$ cat config.mk
export PLATFORM = sky130hd
export DESIGN_NAME = wdt_top
export DESIGN_NICKNAME = d
export VERILOG_FILES = /design/src/wdt_pkg.sv /design/src/wdt_top.sv
export SDC_FILE = /design/constraint.sdc
export NUM_CORES = 1
export LEC_CHECK = 0
export BUFFER_PORTS_ARGS = -buffer_cell sky130_fd_sc_hd__buf_4
export CORE_ASPECT_RATIO = 0.7
export CORE_MARGIN = 2
export CORE_UTILIZATION = 51
export CTS_CLUSTER_DIAMETER = 200
export DETAILED_ROUTE_END_ITERATION = 8
export PLACE_DENSITY_LB_ADDON = 0.15
export SYNTH_ARGS = -nofsm -noshare
export SYNTH_HDL_FRONTEND = slang
export SYNTH_SLANG_ARGS = --single-unit
$ cat constraint.sdc
create_clock -name clock_in -period 2.3 [get_ports clock_in]
set_input_delay 0.23 -clock clock_in [delete_from_list [all_inputs] [get_ports clock_in]]
set_output_delay 0.23 -clock clock_in [all_outputs]
set_load 0.01 [all_outputs]
$ cat src/wdt_pkg.sv
// wdt_pkg: constants and types for the watchdog timer block
// assumes a 10 MHz system clock; oscillator ticks come in as an enable
package wdt_pkg;

    // ------------------------------------------------------------
    // register map
    // ------------------------------------------------------------
    localparam logic [3:0] WDT_CONTROL_ADDR = 4'h0;
    localparam logic [3:0] WDT_STATUS_ADDR = 4'h4;
    localparam logic [7:0] WDT_CONTROL_RESET = 8'h7F;
    localparam int WDT_ACT_BIT = 7;
    localparam int WDT_T6_BIT = 6;
    localparam logic [1:0] WDT_RESP_OKAY = 2'h0;
    localparam logic [1:0] WDT_RESP_SLVERR = 2'h2;

    // ------------------------------------------------------------
    // timing
    // ------------------------------------------------------------
    localparam int WDT_PRESCALE_CYCLES = 16384;
    localparam int WDT_PRESCALE_W = 14;
    localparam int WDT_CLOCK_MHZ = 10;
    localparam int WDT_PULSE_US = 30;
    localparam int WDT_PULSE_CYCLES = WDT_PULSE_US * WDT_CLOCK_MHZ;
    localparam int WDT_PULSE_W = 9;
    localparam logic [6:0] WDT_ROLL_FROM = 7'h40;

    // prescaler phase offset per timebase (LSB column, in 64-tick units)
    localparam logic [7:0] WDT_PHASE_TB0 = 8'h3B;
    localparam logic [7:0] WDT_PHASE_TB1 = 8'h35;
    localparam logic [7:0] WDT_PHASE_TB2 = 8'h23;
    localparam logic [7:0] WDT_PHASE_TB3 = 8'h36;

    typedef enum logic [1:0] {
        WDT_TB_2MS = 2'b00,
        WDT_TB_4MS = 2'b01,
        WDT_TB_10MS = 2'b10,
        WDT_TB_25MS = 2'b11
    } wdt_tb_t;

    typedef enum logic [0:0] {
        WDT_RUN = 1'b0,
        WDT_PULSE = 1'b1
    } wdt_state_t;

    typedef struct packed {
        logic hw_enable;
        logic halt_reset_option;
    } wdt_options_t;

endpackage

$ cat src/wdt_top.sv
// wdt_top: watchdog counter, prescaler, reset pulse and AXI4-Lite slave
// assumes option bits are stable straps and halt request is a pulse
//
// What this block does
// - counter decrements once per 16384 oscillator cycles of the prescaler.
// - if activated, rollover 40h to 3Fh starts a reset pulse of 30 us.
// - counter keeps decrementing even while the watchdog is not activated.
// - reset clears activation; writes cannot clear it once set.
// - write with activation set and bit 6 clear resets immediately.
// - halt while activated causes reset instead of halt mode.
// - low six bits give the timeout in prescaler steps, from 1 to 64.
// - a register write does not restart the prescaler.
// - a power-up option makes the watchdog active in hardware.
// - prescaler phase depends on the 2-bit clock timebase select.
// - an option bit decides whether halt produces a watchdog reset.
//
// The implementer's own choices: the AXI4-Lite interface to the registers and the placing of the registers.
`timescale 1ns/1ps
module wdt_top (
    // clock and reset
    input wire logic clock_in,
    input wire logic rst_in,
    // oscillator tick and chip context
    input wire logic osc_tick_in,
    input wire wdt_pkg::wdt_tb_t timebase_select_in,
    input wire wdt_pkg::wdt_options_t options_in,
    input wire logic halt_req_in,
    // axi4-lite write
    input wire logic [3:0] s_axi_awaddr,
    input wire logic s_axi_awvalid,
    output logic s_axi_awready,
    input wire logic [31:0] s_axi_wdata,
    input wire logic [3:0] s_axi_wstrb,
    input wire logic s_axi_wvalid,
    output logic s_axi_wready,
    output logic [1:0] s_axi_bresp,
    output logic s_axi_bvalid,
    input wire logic s_axi_bready,
    // axi4-lite read
    input wire logic [3:0] s_axi_araddr,
    input wire logic s_axi_arvalid,
    output logic s_axi_arready,
    output logic [31:0] s_axi_rdata,
    output logic [1:0] s_axi_rresp,
    output logic s_axi_rvalid,
    input wire logic s_axi_rready,
    // reset and halt outputs
    output logic wdt_reset_out,
    output logic reset_pin_n_out,
    output logic halt_enter_out
);
    import wdt_pkg::*;

    // ------------------------------------------------------------
    // state
    // ------------------------------------------------------------
    logic [7:0] control;
    logic [WDT_PRESCALE_W-1:0] prescale;
    logic [WDT_PULSE_W-1:0] pulse_cnt;
    wdt_state_t state;
    logic opt_hw;
    logic opt_halt;
    logic strap_done;
    logic [3:0] aw_addr;
    logic aw_have;
    logic [7:0] w_data;
    logic w_have;
    logic w_lane0;
    logic [31:0] next_rdata;
    logic [WDT_PRESCALE_W-1:0] phase;
    logic step;
    logic active;
    logic wr_fire;
    logic wr_ctrl;
    logic [7:0] next_control;
    logic trig_roll;
    logic trig_soft;
    logic trig_halt;

    // ------------------------------------------------------------
    // straps, caught after reset release
    // ------------------------------------------------------------
    always_ff @(posedge clock_in) begin
        if (rst_in) begin
            strap_done <= 1'b0;
            opt_hw <= 1'b0;
            opt_halt <= 1'b0;
        end else if (!strap_done) begin
            strap_done <= 1'b1;
            opt_hw <= options_in.hw_enable;
            opt_halt <= options_in.halt_reset_option;
        end
    end

    // ------------------------------------------------------------
    // prescaler
    // ------------------------------------------------------------
    // phase offset aligns the step with the clock controller timebase
    always_comb begin
        case (timebase_select_in)
            WDT_TB_2MS: phase = {WDT_PHASE_TB0, 6'h00};
            WDT_TB_4MS: phase = {WDT_PHASE_TB1, 6'h00};
            WDT_TB_10MS: phase = {WDT_PHASE_TB2, 6'h00};
            WDT_TB_25MS: phase = {WDT_PHASE_TB3, 6'h00};
            default: phase = '0;
        endcase
    end

    // free-running; never cleared by writes, so first step jitters
    always_ff @(posedge clock_in) begin
        if (rst_in) begin
            prescale <= '0;
        end else if (osc_tick_in) begin
            prescale <= prescale + 1'b1;
        end
    end

    assign step = osc_tick_in &&
        (prescale == phase - 1'b1);

    // ------------------------------------------------------------
    // axi4-lite write channel
    // ------------------------------------------------------------
    assign s_axi_awready = !aw_have && !s_axi_bvalid;
    assign s_axi_wready = !w_have && !s_axi_bvalid;
    assign wr_fire = aw_have && w_have && !s_axi_bvalid;
    assign wr_ctrl = wr_fire && aw_addr == WDT_CONTROL_ADDR && w_lane0;

    always_ff @(posedge clock_in) begin
        if (rst_in) begin
            aw_have <= 1'b0;
            w_have <= 1'b0;
            aw_addr <= 4'h0;
            w_data <= 8'h00;
            w_lane0 <= 1'b0;
            s_axi_bvalid <= 1'b0;
            s_axi_bresp <= WDT_RESP_OKAY;
        end else begin
            if (s_axi_awvalid && s_axi_awready) begin
                aw_have <= 1'b1;
                aw_addr <= s_axi_awaddr;
            end
            if (s_axi_wvalid && s_axi_wready) begin
                w_have <= 1'b1;
                w_data <= s_axi_wdata[7:0];
                w_lane0 <= s_axi_wstrb[0];
            end
            if (wr_fire) begin
                aw_have <= 1'b0;
                w_have <= 1'b0;
                s_axi_bvalid <= 1'b1;
                s_axi_bresp <= (aw_addr == WDT_CONTROL_ADDR ||
                    aw_addr == WDT_STATUS_ADDR) ?
                    WDT_RESP_OKAY : WDT_RESP_SLVERR;
            end else if (s_axi_bvalid && s_axi_bready) begin
                s_axi_bvalid <= 1'b0;
            end
        end
    end

    // ------------------------------------------------------------
    // counter and activation
    // ------------------------------------------------------------
    always_comb begin
        next_control = control;
        if (step) begin
            next_control[6:0] = control[6:0] - 7'h01;
        end
        if (wr_ctrl) begin
            next_control[6:0] = w_data[6:0];
            // sticky: a write may set activation but never clear it
            next_control[WDT_ACT_BIT] = control[WDT_ACT_BIT] |
                w_data[WDT_ACT_BIT];
        end
    end

    always_ff @(posedge clock_in) begin
        if (rst_in) begin
            control <= WDT_CONTROL_RESET;
        end else if (state == WDT_PULSE) begin
            control <= WDT_CONTROL_RESET;
        end else begin
            control <= next_control;
        end
    end

    assign active = control[WDT_ACT_BIT] || opt_hw;
    assign trig_roll = active && step && !wr_ctrl &&
        control[6:0] == WDT_ROLL_FROM;
    assign trig_soft = wr_ctrl && w_data[WDT_ACT_BIT] &&
        !w_data[WDT_T6_BIT];
    assign trig_halt = halt_req_in && active && opt_halt;
    // halt proceeds only when it does not turn into a reset
    assign halt_enter_out = halt_req_in && !trig_halt;

    // ------------------------------------------------------------
    // reset pulse
    // ------------------------------------------------------------
    always_ff @(posedge clock_in) begin
        if (rst_in) begin
            state <= WDT_RUN;
            pulse_cnt <= '0;
        end else begin
            case (state)
                WDT_RUN: begin
                    if (trig_roll || trig_soft || trig_halt) begin
                        state <= WDT_PULSE;
                        pulse_cnt <= WDT_PULSE_W'(WDT_PULSE_CYCLES - 1);
                    end
                end
                WDT_PULSE: begin
                    if (pulse_cnt == '0) begin
                        state <= WDT_RUN;
                    end else begin
                        pulse_cnt <= pulse_cnt - 1'b1;
                    end
                end
                default: state <= WDT_RUN;
            endcase
        end
    end

    assign wdt_reset_out = (state == WDT_PULSE);
    assign reset_pin_n_out = !wdt_reset_out;

    // ------------------------------------------------------------
    // axi4-lite read channel
    // ------------------------------------------------------------
    assign s_axi_arready = !s_axi_rvalid;

    always_comb begin
        case (s_axi_araddr)
            WDT_CONTROL_ADDR: next_rdata = {24'h000000, control};
            WDT_STATUS_ADDR: next_rdata = {28'h0000000, opt_halt, opt_hw,
                active, wdt_reset_out};
            default: next_rdata = 32'h00000000;
        endcase
    end

    always_ff @(posedge clock_in) begin
        if (rst_in) begin
            s_axi_rvalid <= 1'b0;
            s_axi_rdata <= 32'h00000000;
            s_axi_rresp <= WDT_RESP_OKAY;
        end else if (s_axi_arvalid && s_axi_arready) begin
            s_axi_rvalid <= 1'b1;
            s_axi_rdata <= next_rdata;
            s_axi_rresp <= (s_axi_araddr == WDT_CONTROL_ADDR ||
                s_axi_araddr == WDT_STATUS_ADDR) ?
                WDT_RESP_OKAY : WDT_RESP_SLVERR;
        end else if (s_axi_rvalid && s_axi_rready) begin
            s_axi_rvalid <= 1'b0;
        end
    end

endmodule

==> flow_metrics.env <==
export IMPL_outcome="completed"
export IMPL_finalClockSkew_ns=0.00540
export IMPL_largest_delay_contributor_family_on_the_critical_path="compound AO/OA/AOI/OAI gates"
export IMPL_avgSynthCellArea_um2=8.56
export IMPL_synth_seq_area_share_pct=39.6
export IMPL_max_vdd_ir_drop_uv=407
export IMPL_ctsHoldBuffers=0
export IMPL_dr_pass1_iters=4
export IMPL_cp_depth=7
export IMPL_post_synth_num_cell_types=54
export IMPL_routabilityCongestion=0.833
export IMPL_leakage_nw=1.58
export IMPL_post_layout_total_power_w=0.00235
export IMPL_multi_input_area_mm2=0.00166
export IMPL_first_global_vias=2411
export IMPL_fillCellCount=526
export IMPL_routed_wire_length_per_instance_um=12.7
export IMPL_r2r_worst_path_cells=7
export IMPL_fin_crit_ns=2.09
export IMPL_synth_warnings=0
export IMPL_power_per_cell_area_mw_per_mm2=636
export IMPL_timing_critical_path_buf_inv=2
export IMPL_core_region_area_mm2=0.00584
export IMPL_fin_setup_tns_ns=0
export IMPL_via_count_of_the_routed_design=2567
export IMPL_min_delay_path_class="in2reg"
export IMPL_grt_usage_pct=19.6
export IMPL_clock_sink_count=62
export IMPL_mostFrequentLayoutCells="dfxtp_1, buf_4, nor2_1, conb_1, a21oi_1"
export IMPL_floorplan_io_pins=101
export IMPL_routed_wl_um=6330
export IMPL_insertedDiodeCount=0
export IMPL_period_utilisation_layout_pct=90.8
export IMPL_ys_ff_latch=62
export IMPL_synth_ff_type="dfxtp_1"
export IMPL_drive_above_1_share_pct=19.4
export IMPL_grt_remaining_overflow=0
export IMPL_critPathMaxStageDelay_ns=0.50
export IMPL_cts_buffer_depth=2
export IMPL_worst_hold_path_num_cells=2
export IMPL_max_cap_violations=0
export IMPL_path_clk_slew_ns=0.06
export IMPL_cts_buffers_inserted=9
export IMPL_grt_max_degree=53
export IMPL_post_cts_resize_count=0
export IMPL_port_buffers=47
export IMPL_cp_required_ns=2.53
export IMPL_dieArea_mm2=0.00680
export IMPL_first_iter_violations=205
export IMPL_seq_area_mm2=0.00124
export IMPL_most_common_library_cell_in_the_layout_ignoring_fill_and_taps="dfxtp_1"
export IMPL_crit_fanout=5
export IMPL_drt_vias_per_instance=5.16
export IMPL_number_of_antenna_violations_at_the_first_check_in_global_routing=0
export IMPL_dieWidth_um=97.7
export IMPL_rsz0062_at_grt="false"
export IMPL_worst_setup_path_end_kind="register"
export IMPL_async_flop_share_pct=0
export IMPL_final_hold_viol_count=0
export IMPL_finalSetupViolCount=0
export IMPL_row_count=23
export IMPL_crit_arrival_ns=2.31
export IMPL_postRouteAntennaNets=0
export IMPL_finalNetCount=479
export IMPL_achievable_frequency_mhz=479
export IMPL_place_detailed_hpwl_um=4610
export IMPL_synthesis_to_finish_area_growth_pct=17.7
export IMPL_insertion_delay_ns=0.33
export IMPL_cts_htree_levels=3
export IMPL_worst_rel_slew_slack_pct=53.4
export IMPL_grt_pass1_wl_um=10900
export IMPL_die_height_um=69.6
export IMPL_library_cell_contributing_the_largest_single_delay_on_the_critical_path="or4b_4"
export IMPL_worst_pin_slew_ns=0.693
export IMPL_cts_tree="yes"
export IMPL_synthCells=366
export IMPL_worstPathCellList="inv_1 > ha_1 > or4b_4 > o31a_1 > a211o_1 > buf_4 > o2111a_1"
export IMPL_cts_setup_buffers=0
export IMPL_synth_edf_count=0
export IMPL_cts_root_buffer_cell="clkbuf_8"
export IMPL_criticalPathCategory="reg2reg"
export IMPL_startpoint_type="register"
export IMPL_maxSlewViolCount=0
export IMPL_floorplan_initialDensity_pct=53.7
export IMPL_synth_area_mm2=0.00313
export IMPL_remaining_drc_errors=0
==> cell type report <==
cell class / count / share of cell area, %
tap: 75 / 2.54
inverter: 15 / 1.53
clock inverter: 4 / 1.22
timing repair buffer: 59 / 12.0
clock buffer: 12 / 4.20
sequential: 62 / 33.6
multi-input combinational: 270 / 44.9
==> report_power, final <==
group          total (W)  internal, W  switching, W
Clock           0.000946     0.000554      0.000392
Combinational   0.000254     0.000119      0.000135
Sequential       0.00115      0.00111     0.0000343
Total            0.00235      0.00179      0.000561
==> layer usage <==
layer,up-vias,wire (µm),GRT usage (%)
li1,1328,-,-
met1,1139,3390,28.4
met5,-,0,0
met2,95,2440,27.5
met4,0,36,5.86
met3,5,460,6.85
==> flip-flops by register name, indices dropped and copies added, names as in the netlist <==
register	cells
prescale	14
s_axi_bvalid	1
s_axi_rvalid	1
s_axi_bresp	1
opt_halt	1
control	8
w_lane0	1
opt_hw	1
pulse_cnt	9
wdt_reset_out	1
aw_have	1
aw_addr	4
s_axi_rdata	8
strap_done	1
w_have	1
w_data	8
s_axi_rresp	1
==> synth_stat cells (all sizes together) (2+ instances only) <==
master   count  area [µm²]
a31oi        2        12.5
a21oi       23         115
o32ai        2        17.5
mux2i       20         200
ha           5        62.6
o21a         5        37.5
and3         7        43.8
a2111oi      4        55.1
xor2         9        78.8
nor2        51         191
nand4        6        37.5
inv         15        56.3
a211oi       5        47.5
xnor2        6        52.6
nor4         2        12.5
nor2b        5        31.3
nor3        16        80.1
or3          7        43.8
a211o        2        17.5
o31ai        2        15.0
buf         30         223
clkbuf      14        52.6
and2         4        25.0
a21boi       2        15.0
a2111o       2        22.5
o311a        2        20.0
nor3b        4        35.0
dfxtp       62        1240
nand3       17        85.1
nand2       17        63.8
o21ai        3        15.0
==> through the flow <==
stage / setup slack (ns) / cells / hold WS (ns) / instance area [µm²] / util (%)
floorplan: 0.187 / 391 / 0.329 / 3230 / -
global placement: 0.0820 / 481 / 0.419 / 3490 / 59.7
detailed placement: 0.0175 / 481 / 0.420 / 3490 / 59.7
CTS: 0.204 / 497 / 0.0569 / 3690 / 63.2
global route: 0.0781 / 497 / 0.0681 / 3690 / 63.2
finish: 0.211 / 497 / 0.0733 / 3690 / 63.2
==> kinds of logic (layout without fill, tap and decap cells) <==
logic type      Yosys count  in the layout  synth area share [%]
compound gates           60             60                  14.2
xor+xnor                 15             15                  4.19
fa+ha+maj                 5              5                  2.00
buf+inv                  59             90                  10.6
flops                    62             62                  39.6
mux                      21             21                  6.75
other cells               1             26                 0.120
simple gates            143            143                  22.6
==> path summary, 6_finish.rpt <==
kind | endpoint | slack, ns | start
worst max register to register | pulse_cnt[3] | 0.21 | pulse_cnt[0]
worst min-delay path | s_axi_rvalid | 0.07 | s_axi_rready
worst max-delay path | pulse_cnt[3] | 0.21 | pulse_cnt[0]
worst min register to register | s_axi_rdata[7] | 0.46 | s_axi_rdata[7]
No activity file was read; power rests on OpenSTA's default activity.
